`src/ppfs_defines.svh`:
```
// register map, field positions, key values and reset values for the pin function select block
`ifndef PPFS_DEFINES_SVH
`define PPFS_DEFINES_SVH

`define PPFS_ADDR_W            32
`define PPFS_OFS_UNLOCK_FIRST  32'hFFFF0464
`define PPFS_OFS_PROT_CTRL     32'hFFFF0468
`define PPFS_OFS_UNLOCK_SECOND 32'hFFFF046C
`define PPFS_OFS_STATUS        32'hFFFF0470
`define PPFS_KEY_FIRST         8'h07
`define PPFS_KEY_SECOND        8'h13
`define PPFS_CTRL_RESET        8'h00
`define PPFS_BIT_ANALOG        0
`define PPFS_BIT_SERIAL        1
`define PPFS_CTRL_USED_MASK    8'h03

`endif

```
`src/ppfs_pkg.sv`:
```
// types shared by the pin function select block
package ppfs_pkg;
   typedef enum logic [1:0] {
      PPFS_MODE_SPI,
      PPFS_MODE_I2C,
      PPFS_MODE_ANALOG
   } ppfs_mode_t;

   typedef enum logic [1:0] {
      PPFS_SEQ_IDLE,
      PPFS_SEQ_KEYED,
      PPFS_SEQ_HELD
   } ppfs_seq_t;
endpackage

```
`src/ppfs_pin_route.sv`:
```
// decodes the stored control value into the pin function of port 0 pins 0 to 3
`timescale 1ns/100ps
`include "ppfs_defines.svh"

module ppfs_pin_route (
   // clock and reset
   input  wire logic                sys_clk,
   input  wire logic                rst_n,
   // stored control value
   input  wire logic [7:0]          ctrl,
   // routing result
   output ppfs_pkg::ppfs_mode_t     mode,
   output logic                     analog_en,
   output logic                     spi_en,
   output logic                     i2c_en
);

   ppfs_pkg::ppfs_mode_t next_mode;

   // analog routing overrides the serial role
   always_comb begin
      if (ctrl[`PPFS_BIT_ANALOG]) begin
         next_mode = ppfs_pkg::PPFS_MODE_ANALOG;
      end else if (ctrl[`PPFS_BIT_SERIAL]) begin
         next_mode = ppfs_pkg::PPFS_MODE_I2C;
      end else begin
         next_mode = ppfs_pkg::PPFS_MODE_SPI;
      end
   end

   // registered so every pin select leaves a flip-flop
   always_ff @(posedge sys_clk) begin
      if (!rst_n) begin
         mode      <= ppfs_pkg::PPFS_MODE_SPI;
         analog_en <= 1'b0;
         spi_en    <= 1'b1;
         i2c_en    <= 1'b0;
      end else begin
         mode      <= next_mode;
         analog_en <= (next_mode == ppfs_pkg::PPFS_MODE_ANALOG);
         spi_en    <= (next_mode == ppfs_pkg::PPFS_MODE_SPI);
         i2c_en    <= (next_mode == ppfs_pkg::PPFS_MODE_I2C);
      end
   end

endmodule // ppfs_pin_route

```
`src/ppfs_top.sv`:
```
// key protected function select register for port 0 pins 0 to 3
//
// Summary of operation
// - bit 1 picks SPI (0) or I2C (1)
// - bit 1 ignored by the decoded pin function while bit 0 set
// - bit 0 routes pins to analog inputs
// - control register resets to all zeros
`timescale 1ns/100ps
`include "ppfs_defines.svh"

module ppfs_top (
   // clock and reset
   input  wire logic                      sys_clk,
   input  wire logic                      rst_n,
   // register port
   input  wire logic [`PPFS_ADDR_W-1:0]   reg_addr,
   input  wire logic [31:0]               reg_wdata,
   input  wire logic                      reg_wr,
   input  wire logic                      reg_rd,
   output logic      [31:0]               reg_rdata,
   // pin function selects
   output logic                           analog_input_select,
   output logic                           serial_role_select,
   output logic                           pin_spi_en,
   output logic                           pin_i2c_en,
   output logic                           pin_analog_en
);

   logic [7:0]           pin_func_protected_ctrl;
   logic [7:0]           held_value;
   logic                 seq_error;
   ppfs_pkg::ppfs_seq_t  seq;
   ppfs_pkg::ppfs_mode_t mode;

   logic wr_key1;
   logic wr_ctrl;
   logic wr_key2;
   logic commit;

   // address decode of the three keyed locations
   assign wr_key1 = reg_wr && (reg_addr == `PPFS_OFS_UNLOCK_FIRST)
                    && (reg_wdata[7:0] == `PPFS_KEY_FIRST);
   assign wr_ctrl = reg_wr && (reg_addr == `PPFS_OFS_PROT_CTRL);
   assign wr_key2 = reg_wr && (reg_addr == `PPFS_OFS_UNLOCK_SECOND)
                    && (reg_wdata[7:0] == `PPFS_KEY_SECOND);
   // commit only on a correct closing key while a value is held
   assign commit  = (seq == ppfs_pkg::PPFS_SEQ_HELD) && wr_key2;

   // sequence tracker: any other write in between breaks the chain,
   // reads do not since they cannot alter the pending value
   always_ff @(posedge sys_clk) begin
      if (!rst_n) begin
         seq <= ppfs_pkg::PPFS_SEQ_IDLE;
      end else if (reg_wr) begin
         unique case (seq)
            ppfs_pkg::PPFS_SEQ_IDLE: begin
               seq <= wr_key1 ? ppfs_pkg::PPFS_SEQ_KEYED : ppfs_pkg::PPFS_SEQ_IDLE;
            end
            ppfs_pkg::PPFS_SEQ_KEYED: begin
               if (wr_ctrl) begin
                  seq <= ppfs_pkg::PPFS_SEQ_HELD;
               end else begin
                  seq <= wr_key1 ? ppfs_pkg::PPFS_SEQ_KEYED : ppfs_pkg::PPFS_SEQ_IDLE;
               end
            end
            ppfs_pkg::PPFS_SEQ_HELD: begin
               seq <= wr_key1 ? ppfs_pkg::PPFS_SEQ_KEYED : ppfs_pkg::PPFS_SEQ_IDLE;
            end
         endcase
      end
   end

   // a fresh opening key while holding restarts rather than commits
   a_seq_restart: assert property (@(posedge sys_clk) disable iff (!rst_n)
      (seq == ppfs_pkg::PPFS_SEQ_HELD && wr_key1) |=> seq == ppfs_pkg::PPFS_SEQ_KEYED)
      else $error("opening key did not restart sequence");

   // pending value waits for the closing key
   always_ff @(posedge sys_clk) begin
      if (!rst_n) begin
         held_value <= `PPFS_CTRL_RESET;
      end else if (wr_ctrl && (seq == ppfs_pkg::PPFS_SEQ_KEYED)) begin
         held_value <= reg_wdata[7:0];
      end
   end

   // value is captured only right after a correct opening key
   a_held_only_keyed: assert property (@(posedge sys_clk) disable iff (!rst_n)
      (wr_ctrl && seq == ppfs_pkg::PPFS_SEQ_KEYED) |=> held_value == $past(reg_wdata[7:0]))
      else $error("keyed value not captured");

   // a closing key on its own must never commit a stale value
   a_key2_alone_ignored: assert property (@(posedge sys_clk) disable iff (!rst_n)
      (wr_key2 && seq != ppfs_pkg::PPFS_SEQ_HELD) |=> $stable(pin_func_protected_ctrl))
      else $error("lone closing key changed control");

   // only the used bits are stored, so stray upper bits cannot leak
   always_ff @(posedge sys_clk) begin
      if (!rst_n) begin
         pin_func_protected_ctrl <= `PPFS_CTRL_RESET;
      end else if (commit) begin
         pin_func_protected_ctrl <= held_value & `PPFS_CTRL_USED_MASK;
      end
   end

   // sticky flag for a discarded control write, cleared by reading status
   // a set in the same cycle as the clearing read wins, so no error is lost
   always_ff @(posedge sys_clk) begin
      if (!rst_n) begin
         seq_error <= 1'b0;
      end else if (wr_ctrl && (seq != ppfs_pkg::PPFS_SEQ_KEYED)) begin
         seq_error <= 1'b1;
      end else if (reg_wr && (seq == ppfs_pkg::PPFS_SEQ_HELD) && !wr_key2) begin
         seq_error <= 1'b1;
      end else if (reg_rd && (reg_addr == `PPFS_OFS_STATUS)) begin
         seq_error <= 1'b0;
      end
   end

   // both ways of discarding a control value must raise the flag
   a_error_on_discard: assert property (@(posedge sys_clk) disable iff (!rst_n)
      (wr_ctrl && seq != ppfs_pkg::PPFS_SEQ_KEYED) |=> seq_error)
      else $error("discarded write not flagged");

   a_error_bad_close: assert property (@(posedge sys_clk) disable iff (!rst_n)
      (reg_wr && seq == ppfs_pkg::PPFS_SEQ_HELD && !wr_key2) |=> seq_error)
      else $error("broken sequence not flagged");

   // with no write in the cycle nothing can set the flag again
   a_error_clears: assert property (@(posedge sys_clk) disable iff (!rst_n)
      (reg_rd && reg_addr == `PPFS_OFS_STATUS && !reg_wr) |=> !seq_error)
      else $error("status read did not clear error");

   // read data in the cycle after the strobe; key registers read zero
   always_ff @(posedge sys_clk) begin
      if (!rst_n) begin
         reg_rdata <= 32'h0000_0000;
      end else if (reg_rd) begin
         if (reg_addr == `PPFS_OFS_PROT_CTRL) begin
            reg_rdata <= {24'h00_0000, pin_func_protected_ctrl};
         end else if (reg_addr == `PPFS_OFS_STATUS) begin
            reg_rdata <= {28'h000_0000, mode, (seq != ppfs_pkg::PPFS_SEQ_IDLE), seq_error};
         end else begin
            reg_rdata <= 32'h0000_0000;
         end
      end else begin
         reg_rdata <= 32'h0000_0000;
      end
   end

   // readback mirrors the stored value; idle cycles must read zero
   a_ctrl_readback: assert property (@(posedge sys_clk) disable iff (!rst_n)
      (reg_rd && reg_addr == `PPFS_OFS_PROT_CTRL)
      |=> reg_rdata == {24'h00_0000, $past(pin_func_protected_ctrl)})
      else $error("control readback wrong");

   a_rdata_idle_zero: assert property (@(posedge sys_clk) disable iff (!rst_n)
      !reg_rd |=> reg_rdata == 32'h0000_0000)
      else $error("read data not zero when idle");

   // raw bit copies for the pad ring
   always_ff @(posedge sys_clk) begin
      if (!rst_n) begin
         analog_input_select <= 1'b0;
         serial_role_select  <= 1'b0;
      end else begin
         analog_input_select <= pin_func_protected_ctrl[`PPFS_BIT_ANALOG];
         serial_role_select  <= pin_func_protected_ctrl[`PPFS_BIT_SERIAL];
      end
   end

   // pad copies trail the register by exactly one edge
   a_raw_copies: assert property (@(posedge sys_clk) disable iff (!rst_n)
      {serial_role_select, analog_input_select} == $past(pin_func_protected_ctrl[1:0]))
      else $error("pad copies do not follow control");

   // decoded pin function, one cycle behind the register
   ppfs_pin_route u_route (
      .sys_clk   (sys_clk),
      .rst_n     (rst_n),
      .ctrl      (pin_func_protected_ctrl),
      .mode      (mode),
      .analog_en (pin_analog_en),
      .spi_en    (pin_spi_en),
      .i2c_en    (pin_i2c_en)
   );

   // checks
   a_pins_onehot: assert property (@(posedge sys_clk) disable iff (!rst_n)
      $onehot({pin_spi_en, pin_i2c_en, pin_analog_en}))
      else $error("pin function not one-hot");

   a_reset_ctrl_zero: assert property (@(posedge sys_clk)
      $rose(rst_n) |-> pin_func_protected_ctrl == 8'h00)
      else $error("control not zero after reset");

   a_ctrl_needs_key: assert property (@(posedge sys_clk) disable iff (!rst_n)
      !$past(commit) |-> $stable(pin_func_protected_ctrl))
      else $error("control changed without key sequence");

   a_full_sequence_commits: assert property (@(posedge sys_clk) disable iff (!rst_n)
      (wr_key1 && seq == ppfs_pkg::PPFS_SEQ_IDLE) ##1 (wr_ctrl && reg_wdata[7:0] == 8'h03)
      ##1 wr_key2 |=> pin_func_protected_ctrl == 8'h03)
      else $error("keyed write not stored");

   a_wrong_key_blocks: assert property (@(posedge sys_clk) disable iff (!rst_n)
      (seq == ppfs_pkg::PPFS_SEQ_HELD && reg_wr && !wr_key2) |=> $stable(pin_func_protected_ctrl))
      else $error("bad closing key accepted");

   a_upper_bits_zero: assert property (@(posedge sys_clk) disable iff (!rst_n)
      pin_func_protected_ctrl[7:2] == 6'h00)
      else $error("reserved control bits set");

   a_analog_wins: assert property (@(posedge sys_clk) disable iff (!rst_n)
      pin_func_protected_ctrl[0] ##2 pin_func_protected_ctrl[0]
      |-> pin_analog_en && !pin_i2c_en && !pin_spi_en)
      else $error("serial role active in analog mode");

   a_i2c_select: assert property (@(posedge sys_clk) disable iff (!rst_n)
      (pin_func_protected_ctrl == 8'h02) [*2] |=> pin_i2c_en && !pin_spi_en)
      else $error("i2c role not applied");

   a_spi_select: assert property (@(posedge sys_clk) disable iff (!rst_n)
      (pin_func_protected_ctrl == 8'h00) [*2] |=> pin_spi_en && !pin_analog_en)
      else $error("digital spi role not applied");

endmodule // ppfs_top

```
`config.mk`:
```
export PLATFORM = sky130hd
export DESIGN_NAME = ppfs_top
export DESIGN_NICKNAME = d
export VERILOG_FILES = /design/src/ppfs_pkg.sv /design/src/ppfs_pin_route.sv /design/src/ppfs_top.sv
export VERILOG_INCLUDE_DIRS = /design/src
export SDC_FILE = /design/constraint.sdc
export NUM_CORES = 1
export LEC_CHECK = 0
export BUFFER_PORTS_ARGS = -buffer_cell sky130_fd_sc_hd__buf_4
export CAP_MARGIN = 20
export CELL_PAD_IN_SITES_DETAIL_PLACEMENT = 0
export CELL_PAD_IN_SITES_GLOBAL_PLACEMENT = 1
export CORE_MARGIN = 2
export CORE_UTILIZATION = 22
export DETAILED_ROUTE_END_ITERATION = 7
export PLACE_DENSITY = 0.88
export SYNTH_ARGS = -nofsm -noshare
export SYNTH_HDL_FRONTEND = slang
export SYNTH_SLANG_ARGS = --single-unit
export TNS_END_PERCENT = 30
```
`constraint.sdc`:
```
create_clock -name sys_clk -period 2.9 [get_ports sys_clk]
set_input_delay 0.87 -clock sys_clk [delete_from_list [all_inputs] [get_ports sys_clk]]
set_output_delay 0.87 -clock sys_clk [all_outputs]
set_load 0.05 [all_outputs]
```
* Word level (Yosys, flattened, before mapping) *
Index checks and enable logic that the tools add are counted.

operators by class
  reduce and logical (&&, ||, !) cells = 21
  multiplexer cells = 10
  equal/unequal tests = 11
  bitwise gates (word level) = 4

operator list
  kind                  number
  $eq 32x32->1 const B  4
  $logic_and 1x1->1     11
  $eq 8x3->1 const B    1
  $eq 8x5->1 const B    1
  $mux 2                4
  $reduce_or 3->1       2
  $mux 1                5
  $eq 2x1->1 const B    2
  $eq 2x2->1 const B    2
  $logic_not 2->1       2
  $not 1->1             4
  $pmux 2 s2            1
  $reduce_or 2->1       2
  $reduce_bool 3->1     1
  $ne 2x1->1 const B    1
  $reduce_and 2->1      1
  $reduce_bool 2->1     1
  $logic_not 1->1       1

storage, ports and cells
  register bits = 46
  bits of input ports = 68
  logic and storage cells = 60
  output and inout bits = 37

* Logic depth before layout (Yosys ltp) *
Gate-level depths: netlist of the first run.

  depth in word-level cells = 7
  mapped depth = 5
  gate-level depth less buffers = 5

* Hierarchy *
A second synthesis of the first run with hierarchy kept.

second synthesis, totals
  cell total of the unflattened synthesis = 113
  area, all modules = 1002.2 um^2

modules (own cells, without submodules)
  module          area each (um^2)  cells each  times used  seq. area each (um^2)
  ppfs_top        885.8             104         1           260.2
  ppfs_pin_route  116.4             9           1           80.1

* Worst setup path before layout of the first run *
No wires, ideal clock.

  kind = input port to flip-flop
  start = in reg_addr[11]
  end = reg pin_func_protected_ctrl[0]
  path slack = 0.587 ns
  arrival = 2.241 ns
  stages = 5
  data required time = 2.828 ns
  cell sequence = or4_4 nor4_4 nand4_1 nor3b_2 mux2i_1

on the way
  word-level cells in the longest chain between the ends = 4

ends and longest elaborated chain
  element                         RTL line         source
  start, declared                 ppfs_top.sv:16   input wire logic [`PPFS_ADDR_W-1:0] reg_addr,
  $eq 32x32->1 (no source line)   n/a
  $logic_and 1x1->1 (2 in a row)  ppfs_top.sv:44   assign wr_key2 = reg_wr && (reg_addr == `PPFS_OFS_UNLOCK_SECOND)
  $logic_and 1x1->1               ppfs_top.sv:47   assign commit = (seq == ppfs_pkg::PPFS_SEQ_HELD) && wr_key2;
  end signal, assigned            ppfs_top.sv:100  pin_func_protected_ctrl <= `PPFS_CTRL_RESET;
  end signal, assigned            ppfs_top.sv:102  pin_func_protected_ctrl <= held_value & `PPFS_CTRL_USED_MASK;
  end, declared                   ppfs_top.sv:29   logic [7:0] pin_func_protected_ctrl;

No other way between the ends.
A chain may end at the register's enable or synchronous reset.

* Worst setup path in the final report of the first run *
Ends and elaborated chain as after synthesis.

==> metrics.txt, run 1 <==
Die Y 70.1 um; total grt overflow 0; Reg clk slew, reported paths approximately 60 ps; synthesized area 962 um2; leakage power 0.662 nW; endpoints failing setup 0; drt total wl between 2 and 2.5 mm; critical path arrival 2510 ps; area leader, netlist dfxtp_1; asr flop ratio synth 0; synthesis-stage register bit count 16; post-DP HPWL 1.81 mm; reg-to-reg startpoint seq[0]$_SDFFE_PN0P_; Layout Skew 2.30 ps; Num CTS Buffers 3; Port Buf Inserts 52; per-cell routed wire length 9.72 um; Reg-to-Reg End held_value[0]$_SDFFE_PN0P_; first-pass GRT wire length 3.44 mm; crit start category input port; GRT Total Usage 0.0868; clock sink count 16; Top Family by Delay on Critical Path simple AND/OR/NAND/NOR gates; CTS H-tree depth 1; post-synth top area share 0.333; total core area 4290 um2; die area 4920 um2; CP max stage delay 540 ps; max-cap violations 0; worst hold path type flop to flop; Ys Warns 0; Register-to-Register Path Depth 5; area of the multi-input gates roughly 500 um2; PD cells 403 nW/um2; top-count cell post-synth buf_4; # IOs ~110; Hold Crit Endpoint u_route.i2c_en$_SDFF_PN0_; critical path, cell by cell buf_4 > or4_4 > nor4_4 > nand4_1 > nor3b_2 > mux2i_1; initial core utilization 0.224; main flop type after synthesis dfxtp_1; Clock Path Buffers 2; DRT Pass-1 Iters 4; Die Width roughly 70 um; register area share after synthesis 0.333; Reg2Reg Setup Slack 1770 ps; DRT antenna net count 0; Rows 24; largest net degree at the start of global routing 13; placer congestion estimate ~0.80; RSZ-0062 raised after global routing false; ant diodes 0; FILL cells between 400 and 500; status completed; share of cells above drive strength 1 0.382; Hold-fix buffers, CTS 0; initial antenna violation count 0; post-CTS setup buffer count 0; post_cts resized 0; synth top area cells dfxtp_1 33%, buf_4 22%, mux2i_1 4.2%; final core utilization 0.318; CTS tree yes; DRC viols 0; Max Transition Viols Final 0; Syn Inst Count 110; CP Depth 6; Synth Area per Inst 8.75 um2; CP max-delay cell or4_4; total vias in the final route between 800 and 900; CP endpoint kind flop; Worst Hold Depth 1; Final Hold Fails 0; Synth cell types 33; fin crit share 0.806; P&R area growth vs syn 42.1%; min-delay src pin_func_protected_ctrl[0]$_SDFFE_PN0P_; maximum vdd drop 0.121 mV; post-route setup TNS 0 ps; clk root buf clkbuf_8; top cells by count, synth 28 x buf_4, 16 x dfxtp_1, 9 x nand2_1; FMAX around 430 MHz; worst skew pair latency 240 ps; Final Net Count 234; EDFF count, synth 0; minimum clock period roughly 2300 ps; critical-path maximum fanout 5; critical path type input port to flop; Register Area 320 um2; DR iter-0 viols 20; worst path buffer plus inverter count 1; Via density 4.01; required time of the critical path roughly 3000 ps; vias in the first global route 849
-- layout make-up --
type,count,share of cell area
Tap cell,52,0.0476
Timing Repair Buffer,53,0.291
Inverter,4,0.0110
Multi-Input combinational cell,88,0.376
Clock buffer,4,0.0403
Sequential cell,16,0.234
-- logic make-up (layout without fill, tap and decap cells) --
kind of cell / Yosys count / after routing / synth area share
simple gates: 50 / 50 / 0.343
buf+inv: 33 / 61 / 0.238
flops: 16 / 16 / 0.333
compound gates: 6 / 6 / 0.0403
mux: 4 / 4 / 0.0416
other cells: 1 / 28 / 0.00390
-- worst max path at each step --
stage,start,end,slack (ps)
after CTS,reg_addr[11],pin_func_protected_ctrl[0]$_SDFFE_PN0P_,530
after detailed placement,reg_addr[11],pin_func_protected_ctrl[0]$_SDFFE_PN0P_,270
after floorplan,reg_addr[11],pin_func_protected_ctrl[0]$_SDFFE_PN0P_,590
final,reg_addr[11],pin_func_protected_ctrl[0]$_SDFFE_PN0P_,560
after global placement,reg_addr[11],pin_func_protected_ctrl[0]$_SDFFE_PN0P_,330
after global routing,reg_wdata[3],pin_func_protected_ctrl[0]$_SDFFE_PN0P_,390
-- worst reg2reg max path, cell delays in order (launching register included) --
cell and delay (ps):
dfxtp_1 400, inv_1 80, nor2_1 110, nand4_1 170, mux2i_1 200, nor2b_1 60
-- cells in the final DEF, fill, tap and decap left out, drive strengths merged, types with 3 or more instances in the layout --
| cell type | synthesis | layout |
|---|---|---|
| dfxtp | 16 | 16 |
| nand4 | 6 | 6 |
| inv | 4 | 4 |
| buf | 28 | 53 |
| nand2 | 10 | 10 |
| clkbuf | 1 | 4 |
| nand3b | 3 | 3 |
| conb | 1 | 28 |
| nor2b | 5 | 5 |
| nor2 | 6 | 6 |
| mux2i | 4 | 4 |
-- flip-flops by register name, indices dropped and copies added, names as in the netlist, 2 cells and up --
name	flops
reg_rdata	4
held_value	2
pin_func_protected_ctrl	2
seq	2
-- metal layers --
layer / GRT usage / vias up / wire length, um
met4: 0.0427 / 0 / 15
met1: 0.0767 / 398 / 673
met5: 0 / - / 0
li1: - / 434 / -
met3: 0.0346 / 2 / 209
met2: 0.167 / 37 / 1210
-- power breakdown --
group          total [mW]    switching (mW)  leakage (nW)  internal [mW]
Sequential          0.220  0.00000000000279         0.129          0.220
Combinational       0.140            0.0971         0.504         0.0431
Clock               0.191            0.0710        0.0288          0.120
-- per-stage QoR --
step	power (mW)	worst slack (ps)	cell area, um2	hold slack (ps)	instances
6_report	0.551	563	1370	446	217
5_1_grt	0.574	394	1370	461	217
4_1_cts	0.557	531	1370	447	217
3_5_place_dp	0.365	271	1310	434	213
3_3_place_gp	0.363	326	1310	432	213
2_1_floorplan	0.345	587	1060	414	137
Power figures use the tool's default switching activity.
==> run 2, diff against run 1 <==
--- a/config.mk
+++ b/config.mk
@@ -6,6 +6,7 @@
 export SDC_FILE = /design/constraint.sdc
 export NUM_CORES = 1
 export LEC_CHECK = 0
+export ABC_AREA = 1
 export BUFFER_PORTS_ARGS = -buffer_cell sky130_fd_sc_hd__buf_4
 export CAP_MARGIN = 20
 export CELL_PAD_IN_SITES_DETAIL_PLACEMENT = 0
@@ -13,7 +14,7 @@
 export CORE_MARGIN = 2
 export CORE_UTILIZATION = 22
 export DETAILED_ROUTE_END_ITERATION = 7
-export PLACE_DENSITY = 0.88
+export PLACE_DENSITY = 0.86
 export SYNTH_ARGS = -nofsm -noshare
 export SYNTH_HDL_FRONTEND = slang
 export SYNTH_SLANG_ARGS = --single-unit
==> constraint.sdc (replaced) <==
create_clock -name sys_clk -period 2.35 [get_ports sys_clk]
set_input_delay 0.705 -clock sys_clk [delete_from_list [all_inputs] [get_ports sys_clk]]
set_output_delay 0.705 -clock sys_clk [all_outputs]
set_load 0.05 [all_outputs]
==> run 2 against run 1 <==
Critical path depth grew 5. Highest routed layer unchanged. Clock skew grew 1.3 ps. Critical endpoint is now seq_error$_SDFFE_PN0P_. Utilization shrank 1.1 points.
==> metrics.txt, run 2 <==
commonest non-fill, non-tap cell in the layout buf_4; CP max-delay cell nor2_1; endpoints failing setup 0; critical path arrival around 1700 ps; clk root buf clkbuf_8; Non-Filler Instances 300; max-cap violations 0; initial core utilization 0.225; Hold-fix buffers, CTS 0; synthesized area approximately 1100 um2; total core area 5010 um2; post-synth top area share 0.284; CP max stage delay 250 ps; required time of the critical path about 2500 ps; final core utilization 0.307; Top reg by flops reg_rdata; Num CTS Buffers 3; register area share after synthesis 0.284; DRT Pass-1 Iters 2; post-CTS setup buffer count 0; EDFF count, synth 0; Rows 26; Die Width 75.5 um; DRC viols 0; main flop type after synthesis dfxtp_1; top-count cell post-synth nand2_1; per-cell routed wire length 7.36 um; # IOs 105; die area 5710 um2; Die Y around 76 um; crit start category input port; largest net degree at the start of global routing 11; post-DP HPWL 1.89 mm; total vias in the final route 1056; first-pass GRT wire length 3.35 mm; commonest non-fill, non-tap cells in the layout 52 x buf_4, 49 x nand2_1, 30 x inv_1, 28 x conb_1, 27 x nor2_1; critical path, cell by cell buf_4 > inv_1 > nand2_1 > nor2_1 > nand2_1 > nor2_1 > nand3_1 > nand2_1 > nand3_1 > nand2_1 > inv_1; CTS tree yes; GRT Total Usage 0.0770; drt total wl 2.21 mm; FMAX 650 MHz; Clock Path Buffers 2; placer congestion estimate 0.789; fin crit share 0.655; Layout Skew 3.60 ps; FILL cells 573; post-route setup TNS 0 ps; area leader, netlist dfxtp_1; Synth Area per Inst 6.40 um2; Ys Warns 0; worst skew pair latency about 250 ps; max FFs per register 4; Port Buf Inserts 52; PD cells 453 nW/um2; minimum clock period 1540 ps; Reg clk slew, reported paths approximately 60 ps; total grt overflow 0; post_cts resized 0; Final Net Count approximately 300; CP endpoint kind flop; clock sink count 16; ant diodes 0; vias in the first global route roughly 850; Placed Cells 296; most frequent CP cell nand2_1; synth top area cells dfxtp_1 28%, buf_4 19%, nand2_1 16%; synthesis-stage register bit count 16; asr flop ratio synth 0; P&R area growth vs syn 36.7%; CTS H-tree depth 1; Max Transition Viols Final 0; worst hold path type flop to flop; DR iter-0 viols 20; RSZ-0062 raised after global routing false; DRT antenna net count 0; Syn Inst Count 176; critical path type input port to flop; critical-path maximum fanout 3; Pwr Total approximately 0.7 mW; top cells by count, synth 49 x nand2_1, 30 x inv_1, 28 x buf_4; share of cells above drive strength 1 0.296; leakage power 0.874 nW; status completed; initial antenna violation count 0; Final Hold Fails 0; Via density 3.52; maximum vdd drop 0.182 mV; Synth cell types 21
## run 2: cell count changes in the layout (fill, tap and decap cells not counted), sizes merged, moves of 4 or more
cell,delta
nor2,+27
nor2b,-5
inv,+27
nand2,+41
mux2i,-4
## run 2: final cells by class
| class | instances | area, um2 | share of cell area |
|---|---|---|---|
| multi-input combinational | 127 | 569 | 0.370 |
| timing repair buffer | 52 | 390 | 0.254 |
| sequential | 16 | 320 | 0.208 |
| inverter | 31 | 116 | 0.0756 |
| tap | 70 | 87.6 | 0.0569 |
| clock buffer | 4 | 55.1 | 0.0358 |
## run 2: logic make-up (layout without fill, tap and decap cells)
kind of cell           Yosys count  count (layout)  share of synthesized area
buffers and inverters           60              87                      0.300
other                            1              28                    0.00333
flip-flops                      16              16                      0.284
AND/OR/NAND/NOR                 95              95                      0.392
AO/OA/AOI/OAI                    4               4                     0.0200
## run 2: path summary, 6_finish.rpt
check / from / end / slack [ps] / depth (start not counted)
max: reg_addr[11] / seq_error$_SDFFE_PN0P_ / 810 / 11
min: u_route.mode[1]$_SDFF_PN0_ / reg_rdata[3]$_SDFF_PP0_ / 420 / 2
max reg2reg: seq[0]$_SDFFE_PN0P_ / held_value[0]$_SDFFE_PN0P_ / 1300 / 5
min reg2reg: u_route.mode[1]$_SDFF_PN0_ / reg_rdata[3]$_SDFF_PP0_ / 420 / 2
## run 2: power by group
part / switching [mW] / internal [mW]
combinational: 0.127 / 0.0538
clock: 0.0966 / 0.149
sequential: 0.00000000000374 / 0.271
## run 2: per-layer routing
metal / track usage / vias up / wire (um)
li1: - / 571 / -
met1: 0.0847 / 429 / 847
met4: 0.0390 / 0 / 60
met2: 0.132 / 49 / 1050
met3: 0.0251 / 7 / 251
met5: 0 / - / 0
## run 2: stage by stage
stage	worst slack (ps)	instance area (um2)	hold slack [ps]
detailed placement	518	1480	422
finish	812	1540	425
floorplan	829	1230	426
global route	694	1540	452
global placement	520	1480	425
CTS	780	1540	430
## run 2: critical path: cells and delay by family
family | cells | cell delay [ps]
simple gates | 8 | 820
buf+inv | 3 | 180
==> run 3, diff against run 2 <==
==> constraint.sdc (replaced) <==
create_clock -name sys_clk -period 1.56 [get_ports sys_clk]
set_input_delay 0.468 -clock sys_clk [delete_from_list [all_inputs] [get_ports sys_clk]]
set_output_delay 0.468 -clock sys_clk [all_outputs]
set_load 0.05 [all_outputs]
==> run 3 against run 2 <==
Critical endpoint unchanged. Register-to-register slack got worse by 750 ps. Clock skew down 2.0 ps. Via count down 1.2%. Global-route usage is 0.29 points lower. Wire length decreased by 2.7%. Sequential share of layout area rose by 0.19 points. Sequential cell count unchanged. Combinational power increased by 50%.
==> metrics.txt, run 3 (synthesized netlist as in run 2, its figures left out) <==
first-pass GRT wire length 3.31 mm; critical path arrival 1480 ps; maximum vdd drop 0.226 mV; PD cells about 640 nW/um2; post_cts resized 0; crit start category input port; Via density 3.49; clk root buf clkbuf_8; share of cells above drive strength 1 0.293; Clock Path Buffers 2; leakage power 0.867 nW; hold_ws 424 ps; total core area 5010 um2; Non-Filler Instances between 200 and 300; ant diodes 0; GRT Total Usage 0.0740; endpoints failing setup 0; Final Net Count 299; status completed; largest net degree at the start of global routing 11; per-cell routed wire length 7.18 um; post-CTS setup buffer count 0; initial core utilization 0.225; drt total wl between 2 and 2.5 mm; critical path type input port to flop; DRT antenna net count 0; RSZ-0062 raised after global routing false; Die Y 75.5 um; Reg clk slew, reported paths 60 ps; CTS H-tree depth 1; DRC viols 0; worst hold path type flop to flop; DRT Pass-1 Iters 4; max-cap violations 0; post-DP HPWL 1.85 mm; CP endpoint kind flop; Max Transition Viols Final 0; DR iter-0 viols 50; minimum clock period approximately 1300 ps; die area 5710 um2; Port Buf Inserts 52; Final Hold Fails 0; commonest non-fill, non-tap cells in the layout 52 x buf_4, 49 x nand2_1, 30 x inv_1, 28 x conb_1, 27 x nor2_1; placer congestion estimate ~0.79; final core utilization 0.304; critical-path maximum fanout 3; Layout Skew 1.64 ps; # IOs between 100 and 150; total grt overflow 0; total vias in the final route 1043; Die Width 75.5 um; Num CTS Buffers 3; vias in the first global route 853; CTS tree yes; P&R area growth vs syn 35.4%; commonest non-fill, non-tap cell in the layout buf_4; post-route setup TNS 0 ps; clock sink count 16; required time of the critical path 1710 ps; Top reg by flops reg_rdata; fin crit share 0.856; Worst Hold Depth 2; Hold-fix buffers, CTS 0; Register-to-Register Path Depth 5; worst skew pair latency 240 ps; Rows 26; initial antenna violation count 0; Pwr Total 0.978 mW; Placed Cells 296; max FFs per register 4; FMAX ~750 MHz
-- run 3: cell types whose count changed in the layout (fill, tap and decap cells not counted) --
| cell | previous run | this run |
|---|---|---|
| clkbuf_8 | 4 | 3 |
-- run 3: critical path: stages --
cell and delay, ps:
buf_4 110, inv_1 40, nand2_1 40, nor2_1 100, nand2_1 130, nor2_1 260
nand3_1 100, nand2_1 80, nand3_1 70, nand2_1 60, inv_1 30
-- run 3: per-stage QoR --
step	cell area, um2	setup slack [ps]
after floorplan	1230	276
after global placement	1480	-33.4
after detailed placement	1480	-46.0
after CTS	1530	200
after global routing	1530	79.7
final	1530	224
-- run 3: routing by layer --
layer,up-vias,part of all wire,global-route usage
li1,572,-,-
met1,423,0.41,0.0849
met2,46,0.48,0.130
met3,2,0.10,0.0198
met4,0,0.011,0.0292
met5,-,0,0
-- run 3: final timing paths --
path                           endpoint                        from  slack, ps
min reg2reg     reg_rdata[3]$_SDFF_PP0_  u_route.mode[1]$_SDFF_PN0_        420
max              seq_error$_SDFFE_PN0P_                reg_addr[11]        220
max reg2reg  held_value[1]$_SDFFE_PN0P_         seq[0]$_SDFFE_PN0P_        550
min             reg_rdata[3]$_SDFF_PP0_  u_route.mode[1]$_SDFF_PN0_        420
-- run 3: area by class of cell --
type,count,area [um2]
Clock buffer,3,41.3
Fill cell,572,3480
Inverter,31,116
Multi-Input combinational cell,127,569
Sequential cell,16,320
Tap cell,70,87.6
Timing Repair Buffer,52,390
-- run 3: report_power, final --
group / internal, mW / switching, mW / total (mW)
Clock: 0.171 / 0.126 / 0.297
Sequential: 0.409 / 0.00000000000578 / 0.409
Combinational: 0.0811 / 0.191 / 0.272
